<file path="src/design/fsp_pkg.sv">
package fsp_pkg;

  //////////////////////////////////////////////////////////////////////////////
  // clock and timing
  localparam int CLK_PERIOD_NS = 8;
  // internal status write cycle length, plain default
  localparam int SR_WRITE_TIME_NS = 10000;
  localparam int SR_WRITE_CYCLES = (SR_WRITE_TIME_NS + CLK_PERIOD_NS - 1) / CLK_PERIOD_NS;
  localparam int SR_TIMER_W = 11;
  localparam logic [SR_TIMER_W-1:0] SR_TIMER_LOAD = SR_WRITE_CYCLES[SR_TIMER_W-1:0];
  localparam logic [SR_TIMER_W-1:0] SR_TIMER_ONE = 11'h001;

  //////////////////////////////////////////////////////////////////////////////
  // command codes
  localparam logic [7:0] WRITE_ENABLE_CMD = 8'h06;
  localparam logic [7:0] WRITE_DISABLE_CMD = 8'h04;
  localparam logic [7:0] STATUS_READ_CMD = 8'h05;
  localparam logic [7:0] STATUS_WRITE_CMD = 8'h01;
  localparam logic [7:0] PAGE_WRITE_CMD = 8'h02;
  localparam logic [7:0] FOUR_LANE_PAGE_WRITE_CMD = 8'h32;
  localparam logic [7:0] SMALL_UNIT_WIPE_CMD = 8'h20;
  localparam logic [7:0] MID_UNIT_WIPE_CMD = 8'h52;
  localparam logic [7:0] LARGE_UNIT_WIPE_CMD = 8'hD8;
  localparam logic [7:0] CHIP_WIPE_CMD_A = 8'hC7;
  localparam logic [7:0] CHIP_WIPE_CMD_B = 8'h60;
  localparam logic [7:0] QUAD_MODE_ENTER_CMD = 8'h38;
  localparam logic [7:0] QUAD_MODE_EXIT_CMD = 8'hFF;
  localparam logic [7:0] OTP_MODE_ENTER_CMD = 8'h3A;

  //////////////////////////////////////////////////////////////////////////////
  // frame lengths in serial clocks
  localparam int CNT_W = 6;
  localparam logic [CNT_W-1:0] CNT_MAX = 6'h3F;
  localparam logic [CNT_W-1:0] BITS_OPCODE = 6'h08;
  localparam logic [CNT_W-1:0] BITS_STATUS_WRITE = 6'h10;
  localparam logic [CNT_W-1:0] BITS_ADDR_CMD = 6'h20;
  localparam logic [CNT_W-1:0] BITS_PAGE_MIN = 6'h28;

  //////////////////////////////////////////////////////////////////////////////
  // status byte field positions
  localparam int SR_LOCK_POS = 7;
  localparam int SR_BOOT_EN_POS = 6;
  localparam int SR_PROT_LO = 2;
  localparam int SR_PROT_HI = 5;
  localparam int SR_CPDIS_POS = 6;
  localparam int SR_HRSEL_POS = 5;
  localparam int SR_GRAN_POS = 4;
  localparam int SR_TB_POS = 3;
  localparam int SR_WEL_POS = 1;
  localparam int SR_BUSY_POS = 0;

  // boot-lock address compare: 64KB block at [23:16], 4KB sector at [23:12]
  localparam logic [7:0] BLOCK_TOP = 8'hFF;
  localparam logic [7:0] BLOCK_BOTTOM = 8'h00;
  localparam logic [11:0] SECTOR_TOP = 12'hFFF;
  localparam logic [11:0] SECTOR_BOTTOM = 12'h000;

  //////////////////////////////////////////////////////////////////////////////
  // types
  typedef struct packed {
    logic status_lock_bit;
    logic boot_lock_enable;
    logic [3:0] protect_level;
  } fsp_nv_s;

  typedef struct packed {
    logic otp_lock;
    logic control_pins_disable;
    logic hold_reset_select;
    logic boot_lock_granularity;
    logic top_bottom_select;
  } fsp_otp_s;

  typedef enum logic [2:0] {
    OP_PAGE, OP_FOUR_LANE_PAGE, OP_SMALL_WIPE, OP_MID_WIPE, OP_LARGE_WIPE, OP_CHIP_WIPE
  } fsp_op_e;

  typedef struct packed {
    fsp_op_e kind;
    logic otp_sector;
    logic [23:0] addr;
  } fsp_op_s;

  localparam fsp_nv_s NV_RESET = '{1'b0, 1'b0, 4'h0};
  localparam fsp_otp_s OTP_RESET = '{1'b0, 1'b0, 1'b0, 1'b0, 1'b0};
  localparam fsp_op_s OP_RESET = '{OP_PAGE, 1'b0, 24'h000000};

endpackage

</file>
<file path="src/design/fsp_status_regs.sv">
`timescale 1ns/100ps

// Function
// - write disable clears latch, leaves OTP mode
// - latch cleared at reset and op completion
// - status read answered even while busy
// - status byte repeats while clocking continues
// - normal mode status byte bit map
// - OTP mode status byte bit map
// - busy high during write, program, erase
// - latch zero refuses writes, programs, erases
// - protected region refuses program and erase
// - protect bits writable unless hardware protected
// - chip erase needs zero protect, boot lock
// - boot lock guards chosen sector or block
// - lock bit plus low pin rejects status write
// - top/bottom places protected areas, OTP writable
// - granularity picks 4KB sector or 64KB block
// - pin disable bit turns off pin functions
// - shared pin is hold or reset
// - OTP lock set once, then guards OTP
// - write enable sets the latch
module fsp_status_regs (
  // clock and reset
  input wire logic clock,
  input wire logic arst_n,
  // serial link pins
  input wire logic spi_sclk,
  input wire logic spi_cs_n,
  input wire logic spi_mosi,
  output logic spi_miso,
  output logic spi_miso_oe,
  input wire logic wp_n,
  input wire logic hold_reset_n,
  // array engine
  output logic op_start,
  output fsp_pkg::fsp_op_s op_req,
  input wire logic op_done,
  input wire logic bp_region_hit,
  // state for the protect table and the system
  output fsp_pkg::fsp_nv_s nv_bits,
  output fsp_pkg::fsp_otp_s otp_bits,
  output logic busy,
  output logic write_enable_latch,
  output logic otp_mode,
  output logic quad_mode,
  output logic hold_active,
  output logic pin_reset_req
);

  typedef enum logic [1:0] {ST_IDLE, ST_OPCODE, ST_STATUS, ST_COLLECT} fsp_state_e;

  //////////////////////////////////////////////////////////////////////////////
  // pin synchronisers: stage 1 is read only by stage 2
  logic [4:0] sync1_q;
  logic [4:0] sync2_q;
  logic sclk_prev_q;
  logic cs_prev_q;

  always_ff @(posedge clock or negedge arst_n) begin
    if (!arst_n) begin
      // idle pin levels: clock low, select high, data low, both control pins high
      sync1_q <= 5'h0B;
      sync2_q <= 5'h0B;
      sclk_prev_q <= 1'b0;
      cs_prev_q <= 1'b1;
    end else begin
      sync1_q <= {spi_sclk, spi_cs_n, spi_mosi, wp_n, hold_reset_n};
      sync2_q <= sync1_q;
      sclk_prev_q <= sync2_q[4];
      cs_prev_q <= sync2_q[3];
    end
  end

  logic sclk_s;
  logic cs_n_s;
  logic mosi_s;
  logic wp_n_s;
  logic hr_n_s;
  assign sclk_s = sync2_q[4];
  assign cs_n_s = sync2_q[3];
  assign mosi_s = sync2_q[2];
  assign wp_n_s = sync2_q[1];
  assign hr_n_s = sync2_q[0];

  //////////////////////////////////////////////////////////////////////////////
  // shared pin functions; quad framing takes both pins away
  logic pins_on;
  logic hw_protected;
  logic hold_d;
  logic sclk_rise;
  logic sclk_fall;
  logic cs_rise;

  fsp_pkg::fsp_nv_s nv_q;
  fsp_pkg::fsp_otp_s otp_q;
  logic quad_q;

  assign pins_on = ~otp_q.control_pins_disable & ~quad_q;
  assign hw_protected = nv_q.status_lock_bit & pins_on & ~wp_n_s;
  assign hold_d = pins_on & ~otp_q.hold_reset_select & ~hr_n_s;
  // held clocks are ignored rather than queued, as the pin means
  assign sclk_rise = sclk_s & ~sclk_prev_q & ~cs_n_s & ~hold_active;
  assign sclk_fall = ~sclk_s & sclk_prev_q & ~cs_n_s & ~hold_active;
  assign cs_rise = cs_n_s & ~cs_prev_q;

  always_ff @(posedge clock or negedge arst_n) begin
    if (!arst_n) begin
      hold_active <= 1'b0;
      pin_reset_req <= 1'b0;
    end else begin
      hold_active <= hold_d;
      pin_reset_req <= pins_on & otp_q.hold_reset_select & ~hr_n_s;
    end
  end

  //////////////////////////////////////////////////////////////////////////////
  // frame capture: opcode, first data byte, 24-bit address
  fsp_state_e state_q;
  logic [fsp_pkg::CNT_W-1:0] cnt_q;
  logic [23:0] sh_q;
  logic [7:0] opcode_q;
  logic [7:0] data_q;
  logic [23:0] addr_q;
  logic [7:0] next_byte;
  assign next_byte = {sh_q[6:0], mosi_s};

  always_ff @(posedge clock or negedge arst_n) begin
    if (!arst_n) begin
      cnt_q <= '0;
      sh_q <= 24'h000000;
      opcode_q <= 8'h00;
      data_q <= 8'h00;
      addr_q <= 24'h000000;
    end else if (cs_n_s) begin
      cnt_q <= '0;
    end else if (sclk_rise) begin
      // long frames wrap inside the last byte so byte boundaries keep coming
      if (cnt_q != fsp_pkg::CNT_MAX) begin
        cnt_q <= cnt_q + 6'h01;
      end else begin
        cnt_q <= fsp_pkg::CNT_MAX - 6'h07;
      end
      sh_q <= {sh_q[22:0], mosi_s};
      if (cnt_q == 6'h07) begin
        opcode_q <= next_byte;
      end
      if (cnt_q == 6'h0F) begin
        data_q <= next_byte;
      end
      if (cnt_q == 6'h1F) begin
        addr_q <= {sh_q[22:0], mosi_s};
      end
    end
  end

  // frame state; status read is served whatever the busy state is
  always_ff @(posedge clock or negedge arst_n) begin
    if (!arst_n) begin
      state_q <= ST_IDLE;
    end else if (cs_n_s) begin
      state_q <= ST_IDLE;
    end else begin
      unique case (state_q)
        ST_IDLE: begin
          state_q <= ST_OPCODE;
        end
        ST_OPCODE: begin
          if (sclk_rise && cnt_q == 6'h07) begin
            state_q <= (next_byte == fsp_pkg::STATUS_READ_CMD) ? ST_STATUS : ST_COLLECT;
          end
        end
        ST_STATUS: begin
          state_q <= ST_STATUS;
        end
        ST_COLLECT: begin
          state_q <= ST_COLLECT;
        end
      endcase
    end
  end

  //////////////////////////////////////////////////////////////////////////////
  // status byte views
  logic [7:0] status_byte;

  always_comb begin
    if (otp_mode) begin
      status_byte = {otp_q.otp_lock, otp_q.control_pins_disable, otp_q.hold_reset_select,
                     otp_q.boot_lock_granularity, otp_q.top_bottom_select, 1'b0,
                     write_enable_latch, busy};
    end else begin
      status_byte = {nv_q.status_lock_bit, nv_q.boot_lock_enable, nv_q.protect_level,
                     write_enable_latch, busy};
    end
  end

  // output shifter: reload the live byte at every byte boundary
  logic [6:0] out_sh_q;

  always_ff @(posedge clock or negedge arst_n) begin
    if (!arst_n) begin
      spi_miso <= 1'b0;
      spi_miso_oe <= 1'b0;
      out_sh_q <= 7'h00;
    end else if (state_q != ST_STATUS) begin
      spi_miso <= 1'b0;
      spi_miso_oe <= 1'b0;
    end else if (sclk_fall) begin
      spi_miso_oe <= 1'b1;
      if (cnt_q[2:0] == 3'h0) begin
        spi_miso <= status_byte[7];
        out_sh_q <= status_byte[6:0];
      end else begin
        spi_miso <= out_sh_q[6];
        out_sh_q <= {out_sh_q[5:0], 1'b0};
      end
    end
  end

  //////////////////////////////////////////////////////////////////////////////
  // command decode at the end of a frame
  logic at_opcode;
  logic whole_bytes;
  logic cmd_ok;
  logic is_wipe;
  logic is_page;
  logic is_chip;
  logic boot_hit;
  logic array_go;
  logic sr_go;
  fsp_pkg::fsp_op_e kind_d;

  assign at_opcode = cnt_q == fsp_pkg::BITS_OPCODE;
  assign whole_bytes = cnt_q[2:0] == 3'h0;
  // nothing but status read is acted on while a cycle runs
  assign cmd_ok = cs_rise && state_q == ST_COLLECT && !busy;
  assign is_page = (opcode_q == fsp_pkg::PAGE_WRITE_CMD ||
                    opcode_q == fsp_pkg::FOUR_LANE_PAGE_WRITE_CMD) &&
                   cnt_q >= fsp_pkg::BITS_PAGE_MIN && whole_bytes;
  assign is_wipe = (opcode_q == fsp_pkg::SMALL_UNIT_WIPE_CMD ||
                    opcode_q == fsp_pkg::MID_UNIT_WIPE_CMD ||
                    opcode_q == fsp_pkg::LARGE_UNIT_WIPE_CMD) &&
                   cnt_q == fsp_pkg::BITS_ADDR_CMD;
  assign is_chip = (opcode_q == fsp_pkg::CHIP_WIPE_CMD_A ||
                    opcode_q == fsp_pkg::CHIP_WIPE_CMD_B) && at_opcode;

  // boot area follows top/bottom and granularity
  always_comb begin
    if (otp_q.boot_lock_granularity) begin
      boot_hit = addr_q[23:12] == (otp_q.top_bottom_select ? fsp_pkg::SECTOR_BOTTOM :
                                   fsp_pkg::SECTOR_TOP);
    end else begin
      boot_hit = addr_q[23:16] == (otp_q.top_bottom_select ? fsp_pkg::BLOCK_BOTTOM :
                                   fsp_pkg::BLOCK_TOP);
    end
  end

  always_comb begin
    unique case (opcode_q)
      fsp_pkg::FOUR_LANE_PAGE_WRITE_CMD: kind_d = fsp_pkg::OP_FOUR_LANE_PAGE;
      fsp_pkg::SMALL_UNIT_WIPE_CMD: kind_d = fsp_pkg::OP_SMALL_WIPE;
      fsp_pkg::MID_UNIT_WIPE_CMD: kind_d = fsp_pkg::OP_MID_WIPE;
      fsp_pkg::LARGE_UNIT_WIPE_CMD: kind_d = fsp_pkg::OP_LARGE_WIPE;
      fsp_pkg::CHIP_WIPE_CMD_A, fsp_pkg::CHIP_WIPE_CMD_B: kind_d = fsp_pkg::OP_CHIP_WIPE;
      default: kind_d = fsp_pkg::OP_PAGE;
    endcase
  end

  always_comb begin
    array_go = 1'b0;
    if (cmd_ok && write_enable_latch) begin
      if (otp_mode) begin
        array_go = (is_page || is_wipe) && !otp_q.otp_lock;
      end else if (is_chip) begin
        array_go = nv_q.protect_level == 4'h0 && !nv_q.boot_lock_enable;
      end else if (is_page || is_wipe) begin
        array_go = !bp_region_hit && !(nv_q.boot_lock_enable && boot_hit);
      end
    end
  end

  assign sr_go = cmd_ok && write_enable_latch && !hw_protected &&
                 opcode_q == fsp_pkg::STATUS_WRITE_CMD &&
                 cnt_q >= fsp_pkg::BITS_STATUS_WRITE && whole_bytes;

  //////////////////////////////////////////////////////////////////////////////
  // engine request; refused requests never reach the engine
  always_ff @(posedge clock or negedge arst_n) begin
    if (!arst_n) begin
      op_start <= 1'b0;
      op_req <= fsp_pkg::OP_RESET;
    end else begin
      op_start <= array_go;
      if (array_go) begin
        op_req <= '{kind_d, otp_mode, addr_q};
      end
    end
  end

  //////////////////////////////////////////////////////////////////////////////
  // busy: status write timer and engine cycle
  logic [fsp_pkg::SR_TIMER_W-1:0] sr_timer_q;
  logic eng_busy_q;
  logic sr_end;
  logic eng_end;
  assign sr_end = sr_timer_q == fsp_pkg::SR_TIMER_ONE;
  assign eng_end = eng_busy_q && op_done;

  always_ff @(posedge clock or negedge arst_n) begin
    if (!arst_n) begin
      sr_timer_q <= '0;
      eng_busy_q <= 1'b0;
      busy <= 1'b0;
    end else begin
      if (sr_go) begin
        sr_timer_q <= fsp_pkg::SR_TIMER_LOAD;
      end else if (sr_timer_q != '0) begin
        sr_timer_q <= sr_timer_q - fsp_pkg::SR_TIMER_ONE;
      end
      if (array_go) begin
        eng_busy_q <= 1'b1;
      end else if (op_done) begin
        eng_busy_q <= 1'b0;
      end
      busy <= sr_go || array_go || (sr_timer_q != '0 && !sr_end) ||
              (eng_busy_q && !op_done);
    end
  end

  //////////////////////////////////////////////////////////////////////////////
  // write enable latch and mode flags
  always_ff @(posedge clock or negedge arst_n) begin
    if (!arst_n) begin
      write_enable_latch <= 1'b0;
      otp_mode <= 1'b0;
      quad_q <= 1'b0;
    end else begin
      if (sr_end || eng_end) begin
        write_enable_latch <= 1'b0;
      end else if (cmd_ok && at_opcode && opcode_q == fsp_pkg::WRITE_DISABLE_CMD) begin
        write_enable_latch <= 1'b0;
      end else if (cmd_ok && at_opcode && opcode_q == fsp_pkg::WRITE_ENABLE_CMD) begin
        write_enable_latch <= 1'b1;
      end
      if (cmd_ok && at_opcode && opcode_q == fsp_pkg::WRITE_DISABLE_CMD) begin
        otp_mode <= 1'b0;
      end else if (cmd_ok && at_opcode && opcode_q == fsp_pkg::OTP_MODE_ENTER_CMD) begin
        otp_mode <= 1'b1;
      end
      if (cmd_ok && at_opcode && opcode_q == fsp_pkg::QUAD_MODE_ENTER_CMD) begin
        quad_q <= 1'b1;
      end else if (cmd_ok && at_opcode && opcode_q == fsp_pkg::QUAD_MODE_EXIT_CMD) begin
        quad_q <= 1'b0;
      end
    end
  end

  assign quad_mode = quad_q;

  //////////////////////////////////////////////////////////////////////////////
  // status bits: the view in force picks which bits a status write reaches
  always_ff @(posedge clock or negedge arst_n) begin
    if (!arst_n) begin
      nv_q <= fsp_pkg::NV_RESET;
      otp_q <= fsp_pkg::OTP_RESET;
    end else if (sr_go && !otp_mode) begin
      nv_q <= '{data_q[fsp_pkg::SR_LOCK_POS], data_q[fsp_pkg::SR_BOOT_EN_POS],
                data_q[fsp_pkg::SR_PROT_HI:fsp_pkg::SR_PROT_LO]};
    end else if (sr_go) begin
      // lock only ever goes one way
      otp_q <= '{otp_q.otp_lock | data_q[fsp_pkg::SR_LOCK_POS],
                 data_q[fsp_pkg::SR_CPDIS_POS], data_q[fsp_pkg::SR_HRSEL_POS],
                 data_q[fsp_pkg::SR_GRAN_POS], data_q[fsp_pkg::SR_TB_POS]};
    end
  end

  assign nv_bits = nv_q;
  assign otp_bits = otp_q;
endmodule

</file>
<file path="config.mk">
export PLATFORM = sky130hd
export DESIGN_NAME = fsp_status_regs
export DESIGN_NICKNAME = d
export VERILOG_FILES = /design/src/design/fsp_pkg.sv /design/src/design/fsp_status_regs.sv
export SDC_FILE = /design/constraint.sdc
export NUM_CORES = 1
export LEC_CHECK = 0
export ABC_AREA = 1
export CAP_MARGIN = 40
export CORE_UTILIZATION = 30
export CTS_BUF_LIST = sky130_fd_sc_hd__clkbuf_2
export DETAILED_ROUTE_END_ITERATION = 10
export DONT_BUFFER_PORTS = 1
export GPL_TIMING_DRIVEN = 0
export REMOVE_ABC_BUFFERS = 1
export SYNTH_ARGS = -nofsm -noshare
export SYNTH_HDL_FRONTEND = slang
export SYNTH_SLANG_ARGS = --single-unit
</file>
<file path="constraint.sdc">
create_clock -name clock -period 2.2 [get_ports clock]
set_clock_uncertainty 0.1 [all_clocks]
set_input_delay 0.11 -clock clock [delete_from_list [all_inputs] [get_ports clock]]
set_output_delay 0.11 -clock clock [all_outputs]
set_load 0.005 [all_outputs]
</file>
# Yosys cells after proc, flatten, opt, wreduce, memory -nomap -nowiden

Index checks and enable logic that the tools add are counted.

Add/sub/neg operators: 2
Multiply operators: 0
Divide/modulo/power cells: 0
Order comparisons: 2
Equal/unequal tests: 28
Shift-type cells: 0
Muxes and demuxes: 33
Bitwise gates (word level): 27
Reduce and logical (&&, ||, !) cells: 62

Operators by type and width:

| operator                                             | count |
|---|---|
| equality test 8 x 6 -> 1 bit, second input constant  | 4 |
| logical AND 1 bit                                    | 26 |
| equality test 8 x 3 -> 1 bit, second input constant  | 3 |
| equality test 8 bit, second input constant           | 3 |
| 2-to-1 mux 11 bit                                    | 2 |
| 2-to-1 mux 1 bit                                     | 20 |
| 2-to-1 mux 6 bit                                     | 3 |
| equality test 8 x 7 -> 1 bit, second input constant  | 2 |
| 2-to-1 mux 8 bit                                     | 2 |
| one-hot mux 3 bit (5 select lines)                   | 1 |
| AND 1 bit                                            | 14 |
| equality test 12 bit                                 | 1 |
| equality test 6 x 4 -> 1 bit, second input constant  | 2 |
| 2-to-1 mux 12 bit                                    | 1 |
| inverter 1 bit                                       | 12 |
| nonzero test 2 bit                                   | 6 |
| equality test 11 x 1 -> 1 bit, second input constant | 1 |
| nonzero test 11 bit                                  | 1 |
| subtractor 11 x 1 -> 11 bit, second input constant   | 1 |
| logical NOT 1 bit                                    | 9 |
| logical OR 1 bit                                     | 9 |
| AND reduction 3 bit                                  | 3 |
| equality test 8 x 1 -> 1 bit, second input constant  | 1 |
| equality test 8 x 2 -> 1 bit, second input constant  | 1 |
| other kinds (22)                                     | 26 |

Flip-flop bits (word level): 150
Latch bits: 0
RAM bits: 0
ROM bits: 0
Input bits: 9
Logic and storage cells: 187
Memories kept: 0

# Depth between registers and ports, before layout

Depth after elaboration: 13
Gate-level depth with buffers: 14

# Worst setup path after synthesis

OpenSTA, ideal clock, no wires.

Path kind: register to register
From: register cnt_q[0] (netlist name)
To: register nv_q (netlist bit nv_bits[4])
Library setup time: 0.121 ns
Data arrival time: 1.664 ns
Required time: 1.979 ns
Slack: 0.316 ns
Cell stages (with the launch flop): 13
Buffers on the path: 1
Clock period less this slack: 1.884 ns
Cells stage by stage: dfrtp_1 inv_1 ha_1 nand2_1 nor2_1 nand3_1 nor3_1 nand2_1 inv_2 nand2_1 buf_2 nand2_1 o21ai_1

Word-level cells in the longest chain between the ends: 4

Ends and longest elaborated chain:

| item                                       | line                   | source |
|---|---|---|
| from (decl)                                | fsp_status_regs.sv:120 | `logic [fsp_pkg::CNT_W-1:0] cnt_q;` |
| from (signal assigned)                     | fsp_status_regs.sv:140 | `cnt_q <= cnt_q + 6'h01;` |
| from (signal assigned)                     | fsp_status_regs.sv:142 | `cnt_q <= fsp_pkg::CNT_MAX - 6'h07;` |
| greater-or-equal comparator 6 x 5 -> 1 bit | fsp_status_regs.sv:285 | `cnt_q >= fsp_pkg::BITS_STATUS_WRITE && whole_bytes;` |
| logical AND 1 bit                          | fsp_status_regs.sv:284 | `opcode_q == fsp_pkg::STATUS_WRITE_CMD &&` |
| logical AND 1 bit (*)                      | fsp_status_regs.sv:285 |  |
| logical AND 1 bit (*)                      | fsp_status_regs.sv:367 | `end else if (sr_go && !otp_mode) begin` |
| to (signal assigned)                       | fsp_status_regs.sv:365 | `nv_q <= fsp_pkg::NV_RESET;` |
| to (signal assigned)                       | fsp_status_regs.sv:368 | `nv_q <= '{data_q[fsp_pkg::SR_LOCK_POS], data_q[fsp_pkg::SR_BOOT_EN_POS],` |
| to (decl)                                  | fsp_status_regs.sv:95  | `fsp_pkg::fsp_nv_s nv_q;` |

Every way passes the cells marked *; elsewhere a longest branch is shown, timed or not.
A chain may end at the register's enable or synchronous reset.

# Worst setup path after layout

From: register sync2_q[3]
To: register op_req[5] (netlist name)

Word-level cells in the longest chain between the ends: 5

Ends and longest elaborated chain:

| item                           | line                   | source |
|---|---|---|
| from (decl)                    | fsp_status_regs.sv:56  | `logic [4:0] sync2_q;` |
| from (signal assigned)         | fsp_status_regs.sv:69  | `sync2_q <= sync1_q;` |
| AND 1 bit                      | fsp_status_regs.sv:105 | `assign cs_rise = cs_n_s & ~cs_prev_q;` |
| logical AND 1 bit (2 in a row) | fsp_status_regs.sv:237 | `assign cmd_ok = cs_rise && state_q == ST_COLLECT && !busy;` |
| logical AND 1 bit              | fsp_status_regs.sv:272 | `if (cmd_ok && write_enable_latch) begin` |
| 2-to-1 mux 1 bit               | fsp_status_regs.sv:272 |  |
| to (signal assigned)           | fsp_status_regs.sv:292 | `op_req <= fsp_pkg::OP_RESET;` |
| to (signal assigned)           | fsp_status_regs.sv:296 | `op_req <= '{kind_d, otp_mode, addr_q};` |
| to (decl)                      | fsp_status_regs.sv:37  | `output fsp_pkg::fsp_op_s op_req,` |

No other way between the ends.

==> impl_results.md <==
- CP Class: reg2reg
- Avg Synthesized Cell Area: 8.83 sq um
- Syn Std Cell Area: 6260 sq um
- Critical path arrival: 2.66 ns
- First drt pass iteration count: 6
- Sequential share of the synthesized area: 59.3%
- I/O Pins: 57
- Outcome: complete, but fails checks
- Post-synth EDFFs: 0
- HP Class: in2async
- IO buf count: 0
- YS warnings: 0
- Initial antenna violation count: 1
- Post-DP HPWL: 9310 microns
- Sw frac: 24.4%
- Layout cells sized above 1: 13.7%
- DR WL/cell: 14.8 microns
- Antenna-violating nets left: 0
- CP Launch Type: flop
- GRT overflow: 0
- Worst slew pin tran: 0.725 ns
- Cell accounting for the most synthesized area: dfrtp_1
- Slew HR: 51.4%
- Fillers: 2090
- Slew Limit Fails: 0
- Sequential cell area: 3710 sq um
- Switch Pwr: 0.00108 W
- Leak: 3.34 nW
- DRT iter0 DRCs: 364
- Global Route Usage Sum: 15.0%
- Layout area overhead: 15.1%
- Commonest cells post-synth: 209 x nand2_1, 141 x dfrtp_1, 95 x o21ai_0, 80 x inv_1, 38 x nor2_1
- R2R setup slack: 0.11 ns
- Via density: 4.65
- Power Density: 616 nW/um^2
- Cells after Synth: 709
- Critical Path Fanout Max: 8
- Ys flop type: dfrtp_1
- Area of the multi-input gates: 2230 sq um
- Post-CTS Hold Buffers: 13
- Ranking of synthesized cells by area: dfrtp_1 56%, nand2_1 13%, o21ai_0 7.6%, inv_1 4.8%, dfstp_2 2.9%
- Clock Power Share: 33.5%
- Fin crit share: 95.1%
- Post-layout util: 35.4%
- Worst-skew pair later-pin latency: 0.72 ns
- Die area: 21400 sq um
- Failing checks: hold timing
- Initial Utilization: 30.7%
- Sequential power share: 63.1%
- WHS: -1.04 ns
- R2R Path End: op_req[5]$_DFFE_PN0P_
- Setup TNS: 0 ns
- WL final: 15200 microns
- Data required time of the critical path: 2.77 ns
- Core ar.: 20400 sq um
- Most frequent cell after synthesis: nand2_1
- Largest net degree at the start of global routing: 149
- Nets: 758
- Max IR drop VDD: 0.000232 V
- Buffer depth of the longest clock path: 2
- Internal: 0.00336 W
- Placed instance area: 6510 sq um
- Htree depth: 4
- # setup viols final: 0
- DIE WIDTH: 146 microns
- RSZ-0062 raised after global routing: yes
- Fmax: 0.478 GHz
- Via count: 4783
- Fin crit period: 2.09 ns
- DRC Markers: 0
- Top-area cell type share of the netlist area: 56.4%
- Total power: 0.00444 W
- Synth async-reset ratio: 100%
- Unique masters post-synth: 29
- Wire length of the first global-routing pass: 25000 microns
- Clock slew seen by the registers of the worst setup and hold paths: 0.20 ns
- Final-report hold violation count: 148
- Worst Reg2Reg Path Length in Cells: 13
- Crit path capture type: flop
- CTS Buf Count: 17
- Yosys reg bits: 148
- Die height: 146 microns
- Clock sink count: 148
- Reg-to-reg startpoint: sync2_q[3]$_DFF_PN1_
- Number of global-route vias before repair: 4556
- Root buf cell: clkbuf_2
- Row count: 52
- GPL Wtd Cong: 0.857
- Logic pwr share: 3.4%
- Max_cap viols: 0
- CTS tree: yes
- Finished Cell Area: 7200 sq um
## cell type report
cell class	instances	area share, %
clock inverters	11	1.56
multi-input cells	458	31.0
diodes	1	0.0347
repair inverters	3	0.330
flip-flops and latches	148	51.5
clock buffers	21	1.46
repair buffers	31	4.38
well taps	270	4.69
inverters	86	5.02
## through the flow
step | hold slack, ns | worst slack (ns) | instances
finish | -1.04 | 0.108 | 1029
global route | -1.14 | -0.0369 | 1029
CTS | -1.13 | -0.0589 | 1024
detailed placement | -0.277 | -1.16 | 960
global placement | -0.278 | -1.76 | 959
floorplan | -0.286 | -0.396 | 689
## layout by cell type (no fill, tap or decap), types with 2 or more instances in the layout
master	count
nand2_1	202
dfrtp_1	141
o21ai_0	92
inv_1	76
nor2_1	32
nand3_1	25
clkbuf_2	21
a21oi_1	18
nor3_1	15
buf_4	14
dlygate4sd3_1	13
o21ai_2	10
o21ai_1	9
nand4_1	8
dfstp_2	7
inv_2	6
nor2_2	5
nand2_2	5
clkinvlp_4	5
o22ai_1	4
ha_1	4
clkinv_2	4
nor3_2	3
nor4_1	3
bufinv_16	3
or2_2	2
nand3_2	2
nand2_4	2
clkinv_4	2
nand2_8	2
nor3_4	2
o31ai_1	2
o211ai_1	2
inv_6	2
clkinv_1	2
buf_6	2
## power groups by stage
stage	logic, W	registers [W]	clock network (W)
after floorplan	0.0000708	0.00284	0
after global placement	0.000108	0.00285	0
after detailed placement	0.000112	0.00285	0
after CTS	0.000147	0.00280	0.00154
after global routing	0.000162	0.00281	0.00166
final	0.000149	0.00280	0.00149
## critical path, stage by stage, from the launching register on
cell and delay (ns):
dfstp_2 0.60, inv_2 0.07, nor3_2 0.20, nand3_2 0.14, nor2_4 0.14, inv_1 0.06, a21oi_2 0.13, nand2_2 0.09
clkinv_4 0.10, nand2_8 0.10, clkinvlp_4 0.10, buf_4 0.14, nand2_1 0.05, nand2_1 0.05
## state kept, by name, summed over array words and instances (netlist names), 2 cells and up
register	flops
addr_q	24
cnt_q	6
data_q	6
nv_bits	6
op_req	28
opcode_q	8
otp_bits	5
out_sh_q	7
sh_q	23
sr_timer_q	11
state_q	2
sync1_q	5
sync2_q	5
## worst max path at each step
stage                         start  cells after the start                       to
2_1_floorplan  cnt_q[0]$_DFFE_PN0P_                     12    op_req[0]$_DFFE_PN0P_
3_3_place_gp   cnt_q[0]$_DFFE_PN0P_                     12    op_req[0]$_DFFE_PN0P_
3_5_place_dp   cnt_q[0]$_DFFE_PN0P_                     12    op_req[0]$_DFFE_PN0P_
4_1_cts        cnt_q[0]$_DFFE_PN0P_                     10  otp_bits[3]$_DFFE_PN0P_
5_1_grt        cnt_q[0]$_DFFE_PN0P_                     13   op_req[11]$_DFFE_PN0P_
6_report       sync2_q[3]$_DFF_PN1_                     13    op_req[5]$_DFFE_PN0P_
## metal layers
layer / share of wire [%] / GRT usage, % / up-vias / wire length (microns)
met4: 2.2 / 6.30 / 0 / 333
met5: 0 / 0 / - / 0
met2: 47 / 24.0 / 114 / 7200
met1: 45 / 19.2 / 2284 / 6770
met3: 5.9 / 4.06 / 24 / 899
li1: - / - / 2361 / -
## repair_timing
item                                    CTS  global route
endpoints found under the hold margin   185           148
pin swaps                                 3             9
gates cloned                              7             0
setup buffers                            12             4
gates resized for setup                  18            23
endpoints found under the setup margin   87            72
## logic make-up after synthesis
group,after synthesis,synth area share [%]
fa+ha+maj,4,0.800
simple gates,310,20.6
flops,148,59.3
compound gates,141,12.3
buf+inv,106,7.06
Note: power is estimated with default switching activity, not from simulation.
